==> src/hdl/sofc_regs.vh <==
/*
 * Constants of the output formatter: register addresses, reset values,
 * control word bit positions, source codes and readout geometry.
 * Included by the formatter top; definitions only.
 */
`ifndef SOFC_REGS_VH
`define SOFC_REGS_VH

// Register addresses on the configuration write port
`define SOFC_ADDR_TRAIN_LO   7'h4E
`define SOFC_ADDR_TRAIN_HI   7'h4F
`define SOFC_ADDR_TPIN1_SEL  7'h6C
`define SOFC_ADDR_TPIN2_SEL  7'h6D

// Reset values
`define SOFC_RST_TRAIN       12'h055
`define SOFC_RST_TPIN_SEL    8'h00

// Control word bit positions
`define SOFC_BIT_PIXEL_VALID_FLAG        0
`define SOFC_BIT_ROW_VALID_FLAG        1
`define SOFC_BIT_FRAME_VALID_FLAG        2
`define SOFC_BIT_SLOT        3
`define SOFC_BIT_ROWOH       4
`define SOFC_BIT_FOT         5
`define SOFC_BIT_INTA        6
`define SOFC_BIT_INTB        7
`define SOFC_CTRL_IDLE       12'h200

// Test pin source codes
`define SOFC_TSEL_INTA       8'h00
`define SOFC_TSEL_INTB       8'h01
`define SOFC_TSEL_PIXEL_VALID_FLAG       8'h02
`define SOFC_TSEL_ROW_VALID_FLAG       8'h03
`define SOFC_TSEL_FRAME_VALID_FLAG       8'h04

// Channel mode codes
`define SOFC_MODE_16         2'h0
`define SOFC_MODE_8          2'h1
`define SOFC_MODE_4          2'h2
`define SOFC_MODE_2          2'h3

// Readout geometry in pixel periods and rows; serial word lengths in bits
`define SOFC_BURST_LEN       128
`define SOFC_ROWS_DEFAULT    1088
`define SOFC_LEN10           4'hA
`define SOFC_LEN12           4'hC

`endif

==> src/hdl/sofc_formatter.v <==
/*
 * Output formatting stage of the serial pixel port: readout timing in
 * pixel periods, control word build, channel duplication, training word
 * fill, test pin mirroring and serialisation of 16 data lanes plus one
 * control lane with a forwarded DDR clock.
 * Assumes pixel data, frame request and exposure status come from logic
 * on clk_sys; the input pixel clock is asynchronous and is sampled.
 */
`timescale 1ns/1ps
`include "sofc_regs.vh"

// Notes on behaviour
// - All 16 data lanes always driven; unused ones repeat a selected channel.
// - 16 mode own channel; 8 mode odd copied; 2 mode channels 1 and 9.
// - 4 mode repeats channels 1, 5, 9, 13 over groups of four lanes.
// - One extra serial control lane tells the receiver when data is valid.
// - Control words have the selected 10 or 12 bit width, in step.
// - Control bit 0 high exactly when data lanes carry valid pixels.
// - Control bit 1 high for the duration of a row readout.
// - Control bit 2 high for the duration of a frame readout.
// - Control bit 3 flags the one pixel overhead before each burst.
// - Control bit 4 flags the overhead period before each row.
// - Control bit 5 high while frame overhead samples pixel charge.
// - Control bits 6 and 7 flag integration of blocks A and B.
// - Bits 8, 10, 11 zero, bit 9 one; idle word is 512.
// - Integration bits forced low while frame overhead bit is high.
// - Two test pins mirror a control bit picked by their own registers.
// - In reduced modes valid timing stretches with the longer row.
// - Training word on all data lanes whenever no valid pixels are sent.
// - Training word has pixel width, value from 12 bit two address register.
// - Control lane never carries the training word.
// - Words go LSB first, bit 0 in the forwarded clock high phase.
// - One pixel word per lane per input clock period.
// - Bursts of 128 pixels, each preceded by one pixel of overhead.
// - Selecting 12 bit width forces 4 lane multiplexing unless 2 mode is selected.
module sofc_formatter #(
    parameter ROWS      = `SOFC_ROWS_DEFAULT,
    parameter BURST_LEN = `SOFC_BURST_LEN
) (
    input  wire           clk_sys,
    input  wire           nrst,
    input  wire           pixClkIn,
    input  wire [1:0]     chanMode,
    input  wire           pixel12,
    input  wire           frameReq,
    input  wire           fotActive,
    input  wire           integratingBlockA,
    input  wire           integratingBlockB,
    input  wire [191:0]   pixIn,
    input  wire           regWrEn,
    input  wire [6:0]     regAddr,
    input  wire [7:0]     regWrData,
    output reg  [7:0]     regRdData,
    output wire [15:0]    dataLane,
    output wire           ctrlLane,
    output reg            forwardedDdrClock,
    output reg            testOutPinA,
    output reg            testOutPinB,
    output reg            pixelStrobe
);
    // Readout states
    localparam ST_IDLE   = 2'h0;
    localparam ST_ROWOH  = 2'h1;
    localparam ST_SLOTOH = 2'h2;
    localparam ST_BURST  = 2'h3;

    // Last counts cut to the counter widths on purpose
    localparam integer LAST_PIX_I = BURST_LEN - 1;
    localparam integer LAST_ROW_I = ROWS - 1;
    localparam [6:0]  LAST_PIX = LAST_PIX_I[6:0];
    localparam [11:0] LAST_ROW = LAST_ROW_I[11:0];

    reg  [11:0] trainWord_q;
    reg  [7:0]  tpinSelA_q;
    reg  [7:0]  tpinSelB_q;
    reg         pixClkPrev_q;
    reg  [1:0]  state_q;
    reg  [1:0]  state_d;
    reg  [6:0]  pixCnt_q;
    reg  [6:0]  pixCnt_d;
    reg  [2:0]  burstCnt_q;
    reg  [2:0]  burstCnt_d;
    reg  [11:0] rowCnt_q;
    reg  [11:0] rowCnt_d;
    reg         startPend_q;
    reg  [1:0]  mode_q;
    reg         wide_q;
    reg  [1:0]  modeEff;
    reg  [2:0]  lastBurst;
    reg  [11:0] ctrlWord_d;
    reg  [11:0] ctrlWord_q;
    reg  [191:0] laneWord_q;
    reg  [191:0] laneWord_d;
    reg         load_q;
    reg  [3:0]  bitCnt_q;
    reg  [3:0]  wordLen;
    reg         flagSelA;
    reg         flagSelB;
    reg  [4:0]  srcIdx;
    reg  [11:0] pixWord;
    wire        pixClkSync;
    wire        pixStb;
    integer     o;

    // Input pixel clock passes two flip-flops before edge detection
    sofc_sync u_clkSync (
        .clk_sys (clk_sys),
        .nrst    (nrst),
        .asyncIn (pixClkIn),
        .syncOut (pixClkSync)
    );

    assign pixStb = pixClkSync & ~pixClkPrev_q;

    // Configuration write port and read-back of the addressed register
    always @(posedge clk_sys) begin
        if (!nrst) begin
            trainWord_q <= `SOFC_RST_TRAIN;
            tpinSelA_q  <= `SOFC_RST_TPIN_SEL;
            tpinSelB_q  <= `SOFC_RST_TPIN_SEL;
            regRdData   <= 8'h00;
        end else begin
            if (regWrEn) begin
                case (regAddr)
                    `SOFC_ADDR_TRAIN_LO: trainWord_q[7:0] <= regWrData;
                    `SOFC_ADDR_TRAIN_HI: trainWord_q[11:8] <= regWrData[3:0];
                    `SOFC_ADDR_TPIN1_SEL: tpinSelA_q <= regWrData;
                    `SOFC_ADDR_TPIN2_SEL: tpinSelB_q <= regWrData;
                    default: ;
                endcase
            end
            case (regAddr)
                `SOFC_ADDR_TRAIN_LO:  regRdData <= trainWord_q[7:0];
                `SOFC_ADDR_TRAIN_HI:  regRdData <= {4'h0, trainWord_q[11:8]};
                `SOFC_ADDR_TPIN1_SEL: regRdData <= tpinSelA_q;
                `SOFC_ADDR_TPIN2_SEL: regRdData <= tpinSelB_q;
                default:              regRdData <= 8'h00;
            endcase
        end
    end

    // Effective lane mode; wide pixels allow only 4 or 2 lanes
    always @* begin
        modeEff = chanMode;
        if (pixel12 && chanMode != `SOFC_MODE_2)
            modeEff = `SOFC_MODE_4;
    end

    // Bursts per row grow as lanes shrink, so valid windows stretch
    always @* begin
        case (mode_q)
            `SOFC_MODE_16: lastBurst = 3'h0;
            `SOFC_MODE_8:  lastBurst = 3'h1;
            `SOFC_MODE_4:  lastBurst = 3'h3;
            default:       lastBurst = 3'h7;
        endcase
    end

    // Readout sequence and the control word for the current pixel period
    always @* begin
        state_d    = state_q;
        pixCnt_d   = pixCnt_q;
        burstCnt_d = burstCnt_q;
        rowCnt_d   = rowCnt_q;
        ctrlWord_d = `SOFC_CTRL_IDLE;
        ctrlWord_d[`SOFC_BIT_FOT] = fotActive;
        // Exposure overlapping frame overhead is hidden from these bits
        ctrlWord_d[`SOFC_BIT_INTA] = integratingBlockA & ~fotActive;
        ctrlWord_d[`SOFC_BIT_INTB] = integratingBlockB & ~fotActive;
        case (state_q)
            ST_IDLE: begin
                if (startPend_q) begin
                    state_d  = ST_ROWOH;
                    rowCnt_d = 12'h000;
                end
            end
            ST_ROWOH: begin
                ctrlWord_d[`SOFC_BIT_FRAME_VALID_FLAG]  = 1'b1;
                ctrlWord_d[`SOFC_BIT_ROWOH] = 1'b1;
                state_d    = ST_SLOTOH;
                burstCnt_d = 3'h0;
            end
            ST_SLOTOH: begin
                ctrlWord_d[`SOFC_BIT_FRAME_VALID_FLAG] = 1'b1;
                ctrlWord_d[`SOFC_BIT_ROW_VALID_FLAG] = 1'b1;
                ctrlWord_d[`SOFC_BIT_SLOT] = 1'b1;
                state_d  = ST_BURST;
                pixCnt_d = 7'h00;
            end
            ST_BURST: begin
                // Valid bits nest: data inside row inside frame
                ctrlWord_d[`SOFC_BIT_FRAME_VALID_FLAG] = 1'b1;
                ctrlWord_d[`SOFC_BIT_ROW_VALID_FLAG] = 1'b1;
                ctrlWord_d[`SOFC_BIT_PIXEL_VALID_FLAG] = 1'b1;
                pixCnt_d = pixCnt_q + 7'h01;
                if (pixCnt_q == LAST_PIX) begin
                    if (burstCnt_q != lastBurst) begin
                        burstCnt_d = burstCnt_q + 3'h1;
                        state_d    = ST_SLOTOH;
                    end else if (rowCnt_q == LAST_ROW) begin
                        state_d = ST_IDLE;
                    end else begin
                        rowCnt_d = rowCnt_q + 12'h001;
                        state_d  = ST_ROWOH;
                    end
                end
            end
            default: state_d = ST_IDLE;
        endcase
    end

    // Lane words: duplicated channel data while valid, training otherwise
    always @* begin
        laneWord_d = 192'h0;
        srcIdx     = 5'h00;
        pixWord    = 12'h000;
        for (o = 0; o < 16; o = o + 1) begin
            case (mode_q)
                `SOFC_MODE_16: srcIdx = o[4:0];
                `SOFC_MODE_8:  srcIdx = o[4:0] & 5'h1E;
                `SOFC_MODE_4:  srcIdx = o[4:0] & 5'h1C;
                default:       srcIdx = o[4:0] & 5'h18;
            endcase
            pixWord = pixIn[srcIdx*12 +: 12];
            if (!ctrlWord_d[`SOFC_BIT_PIXEL_VALID_FLAG])
                pixWord = trainWord_q;
            if (!wide_q)
                pixWord = {2'h0, pixWord[9:0]};
            laneWord_d[o*12 +: 12] = pixWord;
        end
    end

    // Word length follows the latched pixel width
    always @* begin
        wordLen = wide_q ? `SOFC_LEN12 : `SOFC_LEN10;
    end

    // Sequence registers advance once per input clock period
    always @(posedge clk_sys) begin
        if (!nrst) begin
            pixClkPrev_q <= 1'b0;
            state_q      <= ST_IDLE;
            pixCnt_q     <= 7'h00;
            burstCnt_q   <= 3'h0;
            rowCnt_q     <= 12'h000;
            startPend_q  <= 1'b0;
            mode_q       <= `SOFC_MODE_16;
            wide_q       <= 1'b0;
            ctrlWord_q   <= `SOFC_CTRL_IDLE;
            laneWord_q   <= 192'h0;
            load_q       <= 1'b0;
            pixelStrobe  <= 1'b0;
        end else begin
            pixClkPrev_q <= pixClkSync;
            load_q       <= pixStb;
            pixelStrobe  <= pixStb;
            // A request arriving as the frame starts is kept, not lost
            if (frameReq)
                startPend_q <= 1'b1;
            else if (pixStb && state_q == ST_IDLE)
                startPend_q <= 1'b0;
            if (pixStb) begin
                state_q    <= state_d;
                pixCnt_q   <= pixCnt_d;
                burstCnt_q <= burstCnt_d;
                rowCnt_q   <= rowCnt_d;
                ctrlWord_q <= ctrlWord_d;
                laneWord_q <= laneWord_d;
                // Mode changes only take effect between frames
                if (state_d == ST_IDLE) begin
                    mode_q <= modeEff;
                    wide_q <= pixel12;
                end
            end
        end
    end

    // Forwarded clock: high with bit 0, toggling every bit time
    always @(posedge clk_sys) begin
        if (!nrst) begin
            forwardedDdrClock <= 1'b0;
            bitCnt_q          <= 4'h0;
        end else if (load_q) begin
            forwardedDdrClock <= 1'b1;
            bitCnt_q          <= 4'h1;
        end else if (bitCnt_q != 4'h0 && bitCnt_q < wordLen) begin
            forwardedDdrClock <= ~forwardedDdrClock;
            bitCnt_q          <= bitCnt_q + 4'h1;
        end else begin
            // Clock parks low once the word is out
            forwardedDdrClock <= 1'b0;
            bitCnt_q          <= 4'h0;
        end
    end

    // Sixteen data lanes, LSB first
    genvar g;
    generate
        for (g = 0; g < 16; g = g + 1) begin : gLane
            sofc_serializer #(
                .WIDTH (12)
            ) u_ser (
                .clk_sys (clk_sys),
                .nrst    (nrst),
                .load    (load_q),
                .word    (laneWord_q[g*12 +: 12]),
                .serOut  (dataLane[g])
            );
        end
    endgenerate

    // Dedicated control lane carries status words only
    sofc_serializer #(
        .WIDTH (12)
    ) u_ctrlSer (
        .clk_sys (clk_sys),
        .nrst    (nrst),
        .load    (load_q),
        .word    (ctrlWord_q),
        .serOut  (ctrlLane)
    );

    // Test pin source decode; unknown codes show zero
    always @* begin
        case (tpinSelA_q)
            `SOFC_TSEL_INTA: flagSelA = ctrlWord_q[`SOFC_BIT_INTA];
            `SOFC_TSEL_INTB: flagSelA = ctrlWord_q[`SOFC_BIT_INTB];
            `SOFC_TSEL_PIXEL_VALID_FLAG: flagSelA = ctrlWord_q[`SOFC_BIT_PIXEL_VALID_FLAG];
            `SOFC_TSEL_ROW_VALID_FLAG: flagSelA = ctrlWord_q[`SOFC_BIT_ROW_VALID_FLAG];
            `SOFC_TSEL_FRAME_VALID_FLAG: flagSelA = ctrlWord_q[`SOFC_BIT_FRAME_VALID_FLAG];
            default:         flagSelA = 1'b0;
        endcase
        case (tpinSelB_q)
            `SOFC_TSEL_INTA: flagSelB = ctrlWord_q[`SOFC_BIT_INTA];
            `SOFC_TSEL_INTB: flagSelB = ctrlWord_q[`SOFC_BIT_INTB];
            `SOFC_TSEL_PIXEL_VALID_FLAG: flagSelB = ctrlWord_q[`SOFC_BIT_PIXEL_VALID_FLAG];
            `SOFC_TSEL_ROW_VALID_FLAG: flagSelB = ctrlWord_q[`SOFC_BIT_ROW_VALID_FLAG];
            `SOFC_TSEL_FRAME_VALID_FLAG: flagSelB = ctrlWord_q[`SOFC_BIT_FRAME_VALID_FLAG];
            default:         flagSelB = 1'b0;
        endcase
    end

    // Test pins registered so they come straight from flops
    always @(posedge clk_sys) begin
        if (!nrst) begin
            testOutPinA <= 1'b0;
            testOutPinB <= 1'b0;
        end else begin
            testOutPinA <= flagSelA;
            testOutPinB <= flagSelB;
        end
    end
endmodule

==> src/hdl/sofc_serializer.v <==
/*
 * One serial lane: loads a word and shifts it out LSB first, one bit
 * per clock. Assumes the load comes no faster than the word length.
 */
`timescale 1ns/1ps
module sofc_serializer #(
    parameter WIDTH = 12
) (
    input  wire             clk_sys,
    input  wire             nrst,
    input  wire             load,
    input  wire [WIDTH-1:0] word,
    output reg              serOut
);
    reg [WIDTH-1:0] shift_q;

    // Bit 0 leaves in the load cycle's successor, the rest follow
    always @(posedge clk_sys) begin
        if (!nrst) begin
            shift_q <= {WIDTH{1'b0}};
            serOut  <= 1'b0;
        end else if (load) begin
            serOut  <= word[0];
            shift_q <= {1'b0, word[WIDTH-1:1]};
        end else begin
            serOut  <= shift_q[0];
            shift_q <= {1'b0, shift_q[WIDTH-1:1]};
        end
    end
endmodule

==> src/hdl/sofc_sync.v <==
/*
 * Two flip-flop synchroniser for one level from another clock domain.
 * Assumes the input is free of glitches longer than a clock period.
 */
`timescale 1ns/1ps
module sofc_sync (
    input  wire clk_sys,
    input  wire nrst,
    input  wire asyncIn,
    output reg  syncOut
);
    reg firstStage_q;

    // First stage feeds only the second stage
    always @(posedge clk_sys) begin
        if (!nrst) begin
            firstStage_q <= 1'b0;
            syncOut      <= 1'b0;
        end else begin
            firstStage_q <= asyncIn;
            syncOut      <= firstStage_q;
        end
    end
endmodule

==> config.mk <==
export PLATFORM = sky130hd
export DESIGN_NAME = sofc_formatter
export DESIGN_NICKNAME = d
export VERILOG_FILES = /design/src/hdl/sofc_formatter.v /design/src/hdl/sofc_serializer.v /design/src/hdl/sofc_sync.v
export VERILOG_INCLUDE_DIRS = /design/src /design/src/hdl
export SDC_FILE = /design/constraint.sdc
export NUM_CORES = 1
export LEC_CHECK = 0
export ABC_AREA = 1
export BUFFER_PORTS_ARGS = -buffer_cell sky130_fd_sc_hd__buf_2
export CORE_AREA = 2 2 224 226
export CTS_CLUSTER_DIAMETER = 60
export CTS_CLUSTER_SIZE = 24
export DETAILED_ROUTE_END_ITERATION = 8
export DIE_AREA = 0 0 226 228
export PLACE_DENSITY_LB_ADDON = 0.3
export SLEW_MARGIN = 20
export SYNTH_ARGS = -nofsm -noshare
export SYNTH_HDL_FRONTEND = slang
export SYNTH_SLANG_ARGS = --single-unit
==> constraint.sdc <==
create_clock -name clk_sys -period 2.1 [get_ports clk_sys]
set_clock_uncertainty 0.05 [all_clocks]
set_input_delay 0.63 -clock clk_sys [delete_from_list [all_inputs] [get_ports clk_sys]]
set_output_delay 0.63 -clock clk_sys [all_outputs]
set_load 0.01 [all_outputs]
==> summary.md, run 1 <==
| Metric | Value |
|---|---|
| Row cnt | 82 |
| Syn nets | 2,754 |
| Full die area | ~52,000 um2 |
| Register area share after synthesis | between 40 and 50% |
| Lkg Pwr | 8.90 nW |
| Final min period | 1.98 ns |
| Hpwl dp | about 44,000 um |
| RSZ-0062 raised after global routing | false |
| GRT Util Overall | 23.8% |
| Util after Layout | 45.9% |
| Die Span Y | 228 um |
| Largest net degree at the start of global routing | 79 |
| CP arrival | 1.30 ns |
| DR pass1 iterations | 6 |
| Grt ovf | 0 |
| Root Driver | clkbuf_16 |
| Maximum vdd drop | around 0.46 mV |
| H-tree levels | 2 |
| Crit. End Element | output pin |
| Worst EP required | 1.42 ns |
| Distinct cells, synth | 43 |
| Num CTS Buffers | 34 |
| TritonCTS clock tree | built |
| Final TNS setup | 0 ns |
| Fin crit share | 94.3% |
| Placed cell area | 21,500 um2 |
| Measured slew at the worst slew-check pin | approximately 0.55 ns |
| Post-synth top flop | dfxtp_1 |
| Achievable clock frequency | 505 MHz |
| Routed Antenna Nets | 0 |
| CP max stage cell | dfxtp_1 |
| Layout cells sized above 1 | 15.0% |
| Post-Synthesis Cells | between 2k and 3k |
| Final Max Slew Viols | 0 |
| Ys Warns | 0 |
| Multi-input gate area in the final layout | 7930 um2 |
| Largest area contributor in the netlist | dfxtp_1 |
| Max-Cap Viols | 0 |
| Clk slew on worst S/H paths | 0.08 ns |
| Die Span X | 226 um |
| Core area | roughly 49,000 um2 |
| Crit-path max cell delay | about 0.55 ns |
| Clock tree buffer depth | 3 |
| WP buf/inv | 1 |
| Place WS | 0.134 ns |
| DRT Wirelength | 62,300 um |
| Placer congestion estimate | 0.885 |
| Synthesized area | 19,500 um2 |
| Vias after detailed routing | 17.9k |
| Pwr dens | just under 800 nW/um2 |
| Number of global-route vias before repair | 17.0k |
| Mapped Avg Cell Area | slightly below 8 um2 |
| WL/cell | 18.4 um |
| Crit-path cells | buf_2 |
| Worst min path class | in -> reg |
| Nets@finish | about 3k |
| Initial antenna violation count | 2 |
| Critical path type | reg -> out |
| Pwr Total | 17.8 mW |
| Top-area cell type share of the netlist area | 49.0% |
| Final hold viol count | 0 |
| Clock Sinks | 477 |
| Synth cell count leaders | 477 x dfxtp_1, 476 x nand2_1, 377 x o21ai_0, 289 x inv_1, 196 x nor2_1 |
| Area contributors post-synth | dfxtp_1 49%, o21ai_0 9.7%, nand2_1 9.2% |
| Max_slew headroom | between 60% and 70% |
| Nature of the critical path startpoint | register |
| Drt via density | 5.29 |
| Outcome | complete, no violations |
| # port buffers | 246 |
| Top-count cell post-synth | dfxtp_1 |
| Number of flops mapped to enable cells by yosys | 0 |
| Skew-Pair Late Insertion Delay | 0.56 ns |
| Crit path max fanout | 4 |
| Final setup margin | 0.119 ns |
| Top delay family on crit path | flip-flops |
| # fillers | 4,828 |
| # DRC | 0 |
| # setup viols final | 0 |
| Async SR Flop Fraction | 0% |
| IO Count | 247 |
| Area growth syn-to-layout | 16.3% |
| Seq cells post-synth | ~480 |
| Post-route cell area | about 23,000 um2 |
| Sequential Area | between 9000 and 10,000 um2 |
| Initial DRC Count | 1,581 |
| Global-route wire length before repair | 96,200 um |
| Starting Density | 39.5% |
metrics by stage:
| stage | hold slack (ns) | instances |
|---|---|---|
| after global placement | 0.350 | 3329 |
| final | 0.226 | 3389 |
| after floorplan | 0.340 | 2530 |
| after CTS | 0.206 | 3387 |
| after global routing | 0.223 | 3387 |
| after detailed placement | 0.359 | 3329 |
flip-flops by register name (all words and copies together), names as in the netlist, 2 cells and up:
name	count
tpinSelB_q	8
state_q	2
mode_q	2
rowCnt_q	12
laneWord_q	192
ctrlWord_q	8
trainWord_q	12
bitCnt_q	4
tpinSelA_q	8
burstCnt_q	3
pixCnt_q	7
u_ctrlSer.shift_q	9
gLane.u_ser.serOut	16
regRdData	8
gLane.u_ser.shift_q	176
repair_timing:
item                       in CTS  in global routing
setup buffers                   0                  0
resized for setup               0                  3
setup endpoints to repair       0                  1
hold buffers                    0                  0
path summary, 6_finish.rpt:
path                                        startpoint                endpoint  slack [ns]  cells past startpoint
worst max-delay path                            load_q             pixelStrobe        0.12                      1
worst min-delay path                          pixClkIn  u_clkSync.firstStage_q        0.23                      3
worst max register to register              state_q[1]          laneWord_q[55]        0.17                      5
worst min register to register  u_clkSync.firstStage_q       u_clkSync.syncOut        0.37                      2
worst register-to-register path, cell delays in order (launching register included):
cell and delay (ns):
dfxtp_1 0.43, nand2_2 0.13, inv_4 0.22, buf_4 0.42
o21ai_0 0.26, a221oi_1 0.32
power by group:
group          internal (mW)  switching [mW]  total, mW  leakage (nW)
clock                   3.30            3.68       6.98         0.564
sequential              9.22          0.0672       9.28          3.86
combinational          0.545            1.00       1.55          4.47
total                   13.1            4.75       17.8          8.90
cell families after synthesis:
kind of cell	share of synthesized area (%)
AOI/OAI and AO/OA	24.4
xor gates and xnor gates	0.404
adders and majority gates	0.385
buffers and inverters	10.5
DFF	49.0
and+or+nand+nor	15.4
final cells by class:
type | instances | share of cell area, %
diodes | 2 | 0.0221
well taps | 672 | 3.71
multi-input cells | 1563 | 35.0
inverters | 296 | 4.94
flip-flops and latches | 477 | 42.1
clock buffers | 37 | 3.90
clock inverters | 21 | 1.24
repair buffers | 321 | 9.09
metal layers:
layer	track usage [%]	up-vias	wire (um)	share of wire, %
met2	36.5	723	27300	44
met1	33.6	8389	28400	46
li1	-	8724	-	-
met5	0	-	21	0.034
met3	3.27	98	4320	6.9
met4	9.33	4	2280	3.7
cell usage in the layout (no fill, tap or decap), drive strengths merged:
cell type	count
nor3	5
inv	307
o21bai	1
a21oi	181
clkbuf	37
diode	2
nand2	480
buf	321
nor3b	2
nand3b	1
xnor2	1
clkinv	10
nor2	202
dfxtp	477
a221oi	113
o221ai	2
a22oi	10
o31ai	4
o22ai	30
xor2	8
o211ai	1
nand3	50
ha	6
or2	2
a211oi	5
nor4	3
a31oi	2
a22o	59
o21ai	385
nand4	10
No activity file was read; power rests on OpenSTA's default activity.
==> run 2, diff against run 1 <==
--- a/config.mk
+++ b/config.mk
@@ -13,6 +13,7 @@
 export CTS_CLUSTER_SIZE = 24
 export DETAILED_ROUTE_END_ITERATION = 8
 export DIE_AREA = 0 0 226 228
+export GPL_TIMING_DRIVEN = 0
 export PLACE_DENSITY_LB_ADDON = 0.3
 export SLEW_MARGIN = 20
 export SYNTH_ARGS = -nofsm -noshare
==> summary.md, run 2 (same netlist as run 1, synthesis figures left out) <==
| Metric | Value |
|---|---|
| Outcome | complete, no violations |
| Place WS | -1.01 ns |
| CP arrival | 2.45 ns |
| Number of global-route vias before repair | roughly 18k |
| Full die area | 51,500 um2 |
| Final hold viol count | 0 |
| Core area | 49,300 um2 |
| Final min period | 2.06 ns |
| Die Span Y | 228 um |
| Grt ovf | 0 |
| Crit. End Element | register |
| # hold bufs at CTS | 0 |
| Row cnt | 82 |
| Worst min path class | in -> reg |
| Final Max Slew Viols | 0 |
| Num CTS Buffers | 36 |
| Crit path max fanout | 10 |
| DR pass1 iterations | 6 |
| WHS | ~0.19 ns |
| Commonest non-fill, non-tap cell in the layout | nand2_1 |
| Post-route cell area | 23,100 um2 |
| Max_slew headroom | 50.3% |
| Largest register FFs | 192 |
| Drt via density | roughly 5.5 |
| Clock Sinks | 477 |
| Vias after detailed routing | about 19k |
| Pwr dens | between 800 and 900 nW/um2 |
| Clk slew on worst S/H paths | 0.08 ns |
| Placer congestion estimate | 0.965 |
| Measured slew at the worst slew-check pin | around 0.74 ns |
| Hpwl dp | 59,500 um |
| Most frequent cells in the layout | 474 x nand2_1, 473 x dfxtp_1, 368 x o21ai_0, 289 x inv_1, 283 x buf_2 |
| Fin crit share | between 90% and 100% |
| Max-Cap Viols | 0 |
| Final setup margin | 0.0450 ns |
| Clock tree buffer depth | 3 |
| Starting Density | 39.5% |
| Nets@finish | 3,039 |
| Most flops, register | laneWord_q |
| R2r setup slk | approximately 0.045 ns |
| Placed cell area | roughly 22,000 um2 |
| Maximum vdd drop | 0.463 mV |
| # port buffers | 246 |
| Worst EP required | 2.50 ns |
| Initial DRC Count | 2,356 |
| Initial antenna violation count | 0 |
| Skew-Pair Late Insertion Delay | 0.58 ns |
| Layout cells sized above 1 | 17.0% |
| Final TNS setup | 0 ns |
| # DRC | 0 |
| Root Driver | clkbuf_16 |
| Achievable clock frequency | 487 MHz |
| Die Span X | 226 um |
| # setup viols final | 0 |
| DRT Wirelength | 78,600 um |
| Critical path type | reg -> reg |
| Largest net degree at the start of global routing | 25 |
| Top flop regs | laneWord_q (192), gLane.u_ser.shift_q (176), gLane.u_ser.serOut (16) |
| Area growth syn-to-layout | 18.4% |
| IO Count | around 250 |
| Nature of the critical path startpoint | register |
| Global-route wire length before repair | 113,000 um |
| Lkg Pwr | 9.16 nW |
| TritonCTS clock tree | built |
| # fillers | about 5.0k |
| Routed Antenna Nets | 0 |
| H-tree levels | 2 |
| GRT Util Overall | 29.7% |
| WL/cell | approximately 22 um |
==> run 2: changes by cell type in the layout (fill, tap and decap cells not counted), moves of 9 or more <==
cell	delta
buf_12	-21
nor2_1	-9
clkbuf_2	+38
o21ai_0	-9
clkbuf_1	+61
buf_2	+37
buf_4	-18
buf_6	+10
==> run 2: worst paths after layout <==
kind | from | to | cells past startpoint
setup / recovery | load_q | gLane[4].u_ser.serOut | 5
hold / removal | pixClkIn | u_clkSync.firstStage_q | 3
hold reg to reg | gLane[8].u_ser.shift_q[4] | gLane[8].u_ser.shift_q[3] | 2
setup reg to reg | load_q | gLane[4].u_ser.serOut | 5
==> run 2: layout make-up <==
cell class | count | area [um2] | area share [%]
clock inverters | 24 | 307 | 1.33
inverters | 296 | 1110 | 4.82
multi-input cells | 1563 | 8030 | 34.8
well taps | 672 | 841 | 3.64
flip-flops and latches | 477 | 9550 | 41.4
plain buffers | 194 | 1050 | 4.57
clock buffers | 39 | 943 | 4.09
diodes | 1 | 2.50 | 0.0108
repair buffers | 247 | 1240 | 5.37
==> run 2: repair_timing <==
| item | 4_1_cts | 5_1_grt |
|---|---|---|
| gates resized for setup | 46 | 90 |
| pin swaps | 0 | 1 |
| setup buffers | 0 | 1 |
| endpoints found under the setup margin | 315 | 202 |
==> run 2: where the power goes <==
part | switching [mW] | leakage [nW] | internal [mW] | total (mW)
sequential | 0.0688 | 3.86 | 9.22 | 9.29
combinational | 1.21 | 4.68 | 0.524 | 1.74
clock | 3.75 | 0.611 | 3.81 | 7.56
==> run 2: worst max-delay path, stage by stage, from the launching register on <==
cell and delay (ns):
dfxtp_1 0.42, nor2_1 0.29, clkbuf_2 0.38, clkbuf_2 0.52, nand2_1 0.09, o21ai_0 0.17
==> run 2: routing by layer <==
metal | vias to the layer above | track usage [%] | part of all wire, %
met4 | 0 | 12.5 | 4.3
met2 | 1085 | 46.5 | 44
met5 | - | 0 | 0
met3 | 180 | 4.68 | 9.5
met1 | 9088 | 40.5 | 42
li1 | 8998 | - | -
==> run 2: through the flow <==
stage               cells  utilization (%)  total power, mW
global placement     3448             43.7             11.1
floorplan            2530                -             10.3
finish               3513             46.8             18.6
global route         3512             46.8             19.1
CTS                  3511             46.5             18.5
detailed placement   3448             43.7             11.1
==> run 3, diff against run 2 <==
--- a/config.mk
+++ b/config.mk
@@ -8,14 +8,16 @@
 export LEC_CHECK = 0
 export ABC_AREA = 1
 export BUFFER_PORTS_ARGS = -buffer_cell sky130_fd_sc_hd__buf_2
-export CORE_AREA = 2 2 224 226
+export CORE_AREA = 2 2 234 236
 export CTS_CLUSTER_DIAMETER = 60
 export CTS_CLUSTER_SIZE = 24
 export DETAILED_ROUTE_END_ITERATION = 8
-export DIE_AREA = 0 0 226 228
+export DIE_AREA = 0 0 236 238
 export GPL_TIMING_DRIVEN = 0
+export HOLD_SLACK_MARGIN = 0.15
 export PLACE_DENSITY_LB_ADDON = 0.3
 export SLEW_MARGIN = 20
 export SYNTH_ARGS = -nofsm -noshare
 export SYNTH_HDL_FRONTEND = slang
+export SYNTH_HIERARCHICAL = 1
 export SYNTH_SLANG_ARGS = --single-unit
==> summary.md, run 3 <==
| Metric | Value |
|---|---|
| Outcome | finished with violations |
| Failing checks | setup timing |
| Async SR Flop Fraction | 0% |
| Clk slew on worst S/H paths | 0.08 ns |
| H-tree levels | 2 |
| Hold path startpoint | pixClkIn |
| Post-Synthesis Cells | 3,130 |
| Final Max Slew Viols | 0 |
| Max_slew headroom | 42.6% |
| Pwr Total | 19.4 mW |
| Number of global-route vias before repair | 19.5k |
| Initial DRC Count | approximately 2.2k |
| Hpwl dp | 58,200 um |
| Worst min path class | in -> reg |
| RSZ-0062 raised after global routing | false |
| Seq cells post-synth | 479 |
| Hold endpoint | u_clkSync/firstStage_q |
| Largest register FFs | about 190 |
| Critical path type | in -> reg |
| Global-route wire length before repair | 116,000 um |
| Die Span Y | 238 um |
| Die Span X | 236 um |
| Hold depth | 3 |
| Crit. End Element | register |
| Final hold viol count | 0 |
| GRT Util Overall | 27.1% |
| Skew-Pair Late Insertion Delay | 0.60 ns |
| WHS | 0.182 ns |
| WL/cell | 18.8 um |
| Achievable clock frequency | roughly 470 MHz |
| Fin crit share | 101% |
| Mapped Avg Cell Area | around 6.8 um2 |
| DRT Wirelength | 78,100 um |
| Num CTS Buffers | 39 |
| TritonCTS clock tree | built |
| IO Count | about 250 |
| Worst r2r path cells | 7 |
| Max-Cap Viols | 0 |
| Pwr dens | 776 nW/um2 |
| Crit-path max cell delay | about 0.56 ns |
| Placer congestion estimate | between 0.9 and 1 |
| Maximum vdd drop | 0.560 mV |
| Commonest non-fill, non-tap cell in the layout | nand2_1 |
| Final min period | around 2.1 ns |
| Vias after detailed routing | 21.4k |
| Register area share after synthesis | about 45% |
| Routed Antenna Nets | 0 |
| Starting Density | between 30 and 40% |
| Nets@finish | 3,651 |
| Top flop regs | laneWord_q (192), gLane.u_ser/shift_q (176), gLane.u_ser/serOut (16) |
| Root Driver | clkbuf_16 |
| Worst EP required | 2.47 ns |
| Crit path max fanout | 60 |
| Top-count cell post-synth | nand2_1 |
| Nature of the critical path startpoint | primary input |
| DR pass1 iterations | 8 |
| Worst R2R End | laneWord_q[148] |
| Area contributors post-synth | dfxtp_1 45%, nand2_1 17%, nor2_1 9.8% |
| CP max stage cell | clkbuf_1 |
| Most frequent cells in the layout | 963 x nand2_1, 553 x nor2_1, 478 x dfxtp_1, 307 x buf_2, 298 x inv_1 |
| Largest area contributor in the netlist | dfxtp_1 |
| Full die area | around 56,000 um2 |
| # port buffers | 246 |
| Measured slew at the worst slew-check pin | approximately 0.86 ns |
| Crit-path cells | buf_6, inv_2, clkbuf_2, clkbuf_1, nor2_1 |
| Grt ovf | 0 |
| Final setup margin | -0.0154 ns |
| Ys Warns | 6 |
| # DRC | 0 |
| Synthesized area | 21,200 um2 |
| Number of flops mapped to enable cells by yosys | 0 |
| Row cnt | 85 |
| Lkg Pwr | 10.2 nW |
| Layout cells sized above 1 | 13.9% |
| CP arrival | 2.49 ns |
| Synth cell count leaders | 964 x nand2_1, 554 x nor2_1, 479 x dfxtp_1, 299 x inv_1, 209 x o21ai_0 |
| Clock tree buffer depth | 3 |
| Largest net degree at the start of global routing | 61 |
| R2r setup slk | 0.02 ns |
| Distinct cells, synth | 44 |
| # setup viols final | 1 |
| Most flops, register | laneWord_q |
| Post-synth top flop | dfxtp_1 |
| Reg-to-Reg Start | u_clkSync/syncOut |
| Core area | 53,500 um2 |
| Area growth syn-to-layout | 17.5% |
| Clock Sinks | 479 |
| Top-area cell type share of the netlist area | 45.1% |
| Drt via density | 5.14 |
| Initial antenna violation count | 6 |
## run 3: stage by stage
step	std cells	setup TNS (ns)	util, %	instance area [um2]	setup WS [ns]
after detailed placement	4076	-222.03	43.8	23400	-1.30
after CTS	4149	0	46.5	24900	0.00114
after floorplan	3132	0	-	21300	0.108
after global routing	4154	0	46.7	25000	0.000579
after global placement	4074	-478.09	43.7	23400	-1.77
final	4157	-0.0154	46.7	25000	-0.0154
## run 3: area by class of cell
class | count | area (um2)
Antenna cell | 3 | 7.51
Buffer | 184 | 1150
Clock buffer | 43 | 1030
Clock inverter | 29 | 390
Fill cell | 5599 | 28500
Inverter | 305 | 1150
Multi-Input combinational cell | 2163 | 9430
Sequential cell | 479 | 9590
Tap cell | 696 | 871
Timing Repair Buffer | 255 | 1350
## run 3: worst max-delay path by stage
stage | startpoint | endpoint | slack [ns] | cells after the start
final | nrst | regRdData[0] | -0.02 | 5
after detailed placement | nrst | laneWord_q[44] | -1.30 | 6
after floorplan | load_q | pixelStrobe | 0.11 | 0
after global routing | mode_q[0] | laneWord_q[42] | 0.0006 | 8
after global placement | nrst | laneWord_q[44] | -1.77 | 6
after CTS | state_q[1] | laneWord_q[55] | 0.001 | 6
## run 3: what timing repair did
item | 4_1_cts | 5_1_grt
resized for setup | 12 | 33
cloned | 0 | 0
setup endpoints to repair | 185 | 134
buffers inserted | 2 | 5
pin swaps | 1 | 2
hold buffers | 0 | 0
## run 3: cell families (layout without fill, tap and decap cells)
| logic type | after synthesis | after routing | synth area share (%) |
|---|---|---|---|
| compound gates | 545 | 545 | 14.4 |
| fa+ha+maj | 6 | 6 | 0.353 |
| simple gates | 1600 | 1600 | 29.1 |
| xor+xnor | 7 | 7 | 0.289 |
| mux | 1 | 1 | 0.0471 |
| buf+inv | 490 | 816 | 10.5 |
| other cells | 2 | 7 | 0.0354 |
| flops | 479 | 479 | 45.1 |
## run 3: critical path, delay by kind of cell
kind / cells / cell delay (ns)
simple gates: 1 / 0.19
buf+inv: 4 / 1.61
## run 3: layer usage
| metal | global-route usage, % | part of all wire, % |
|---|---|---|
| met4 | 14.6 | 5.6 |
| met3 | 5.44 | 10 |
| met2 | 41.9 | 42 |
| met5 | 0 | 0.051 |
| met1 | 35.7 | 42 |
## run 3: power breakdown
part	total (mW)	internal, mW	leakage (nW)	switching [mW]
Sequential	9.37	9.28	3.88	0.0867
Clock	8.12	4.06	0.687	4.07
Combinational	1.88	0.620	5.60	1.26
Total	19.4	14.0	10.2	5.41
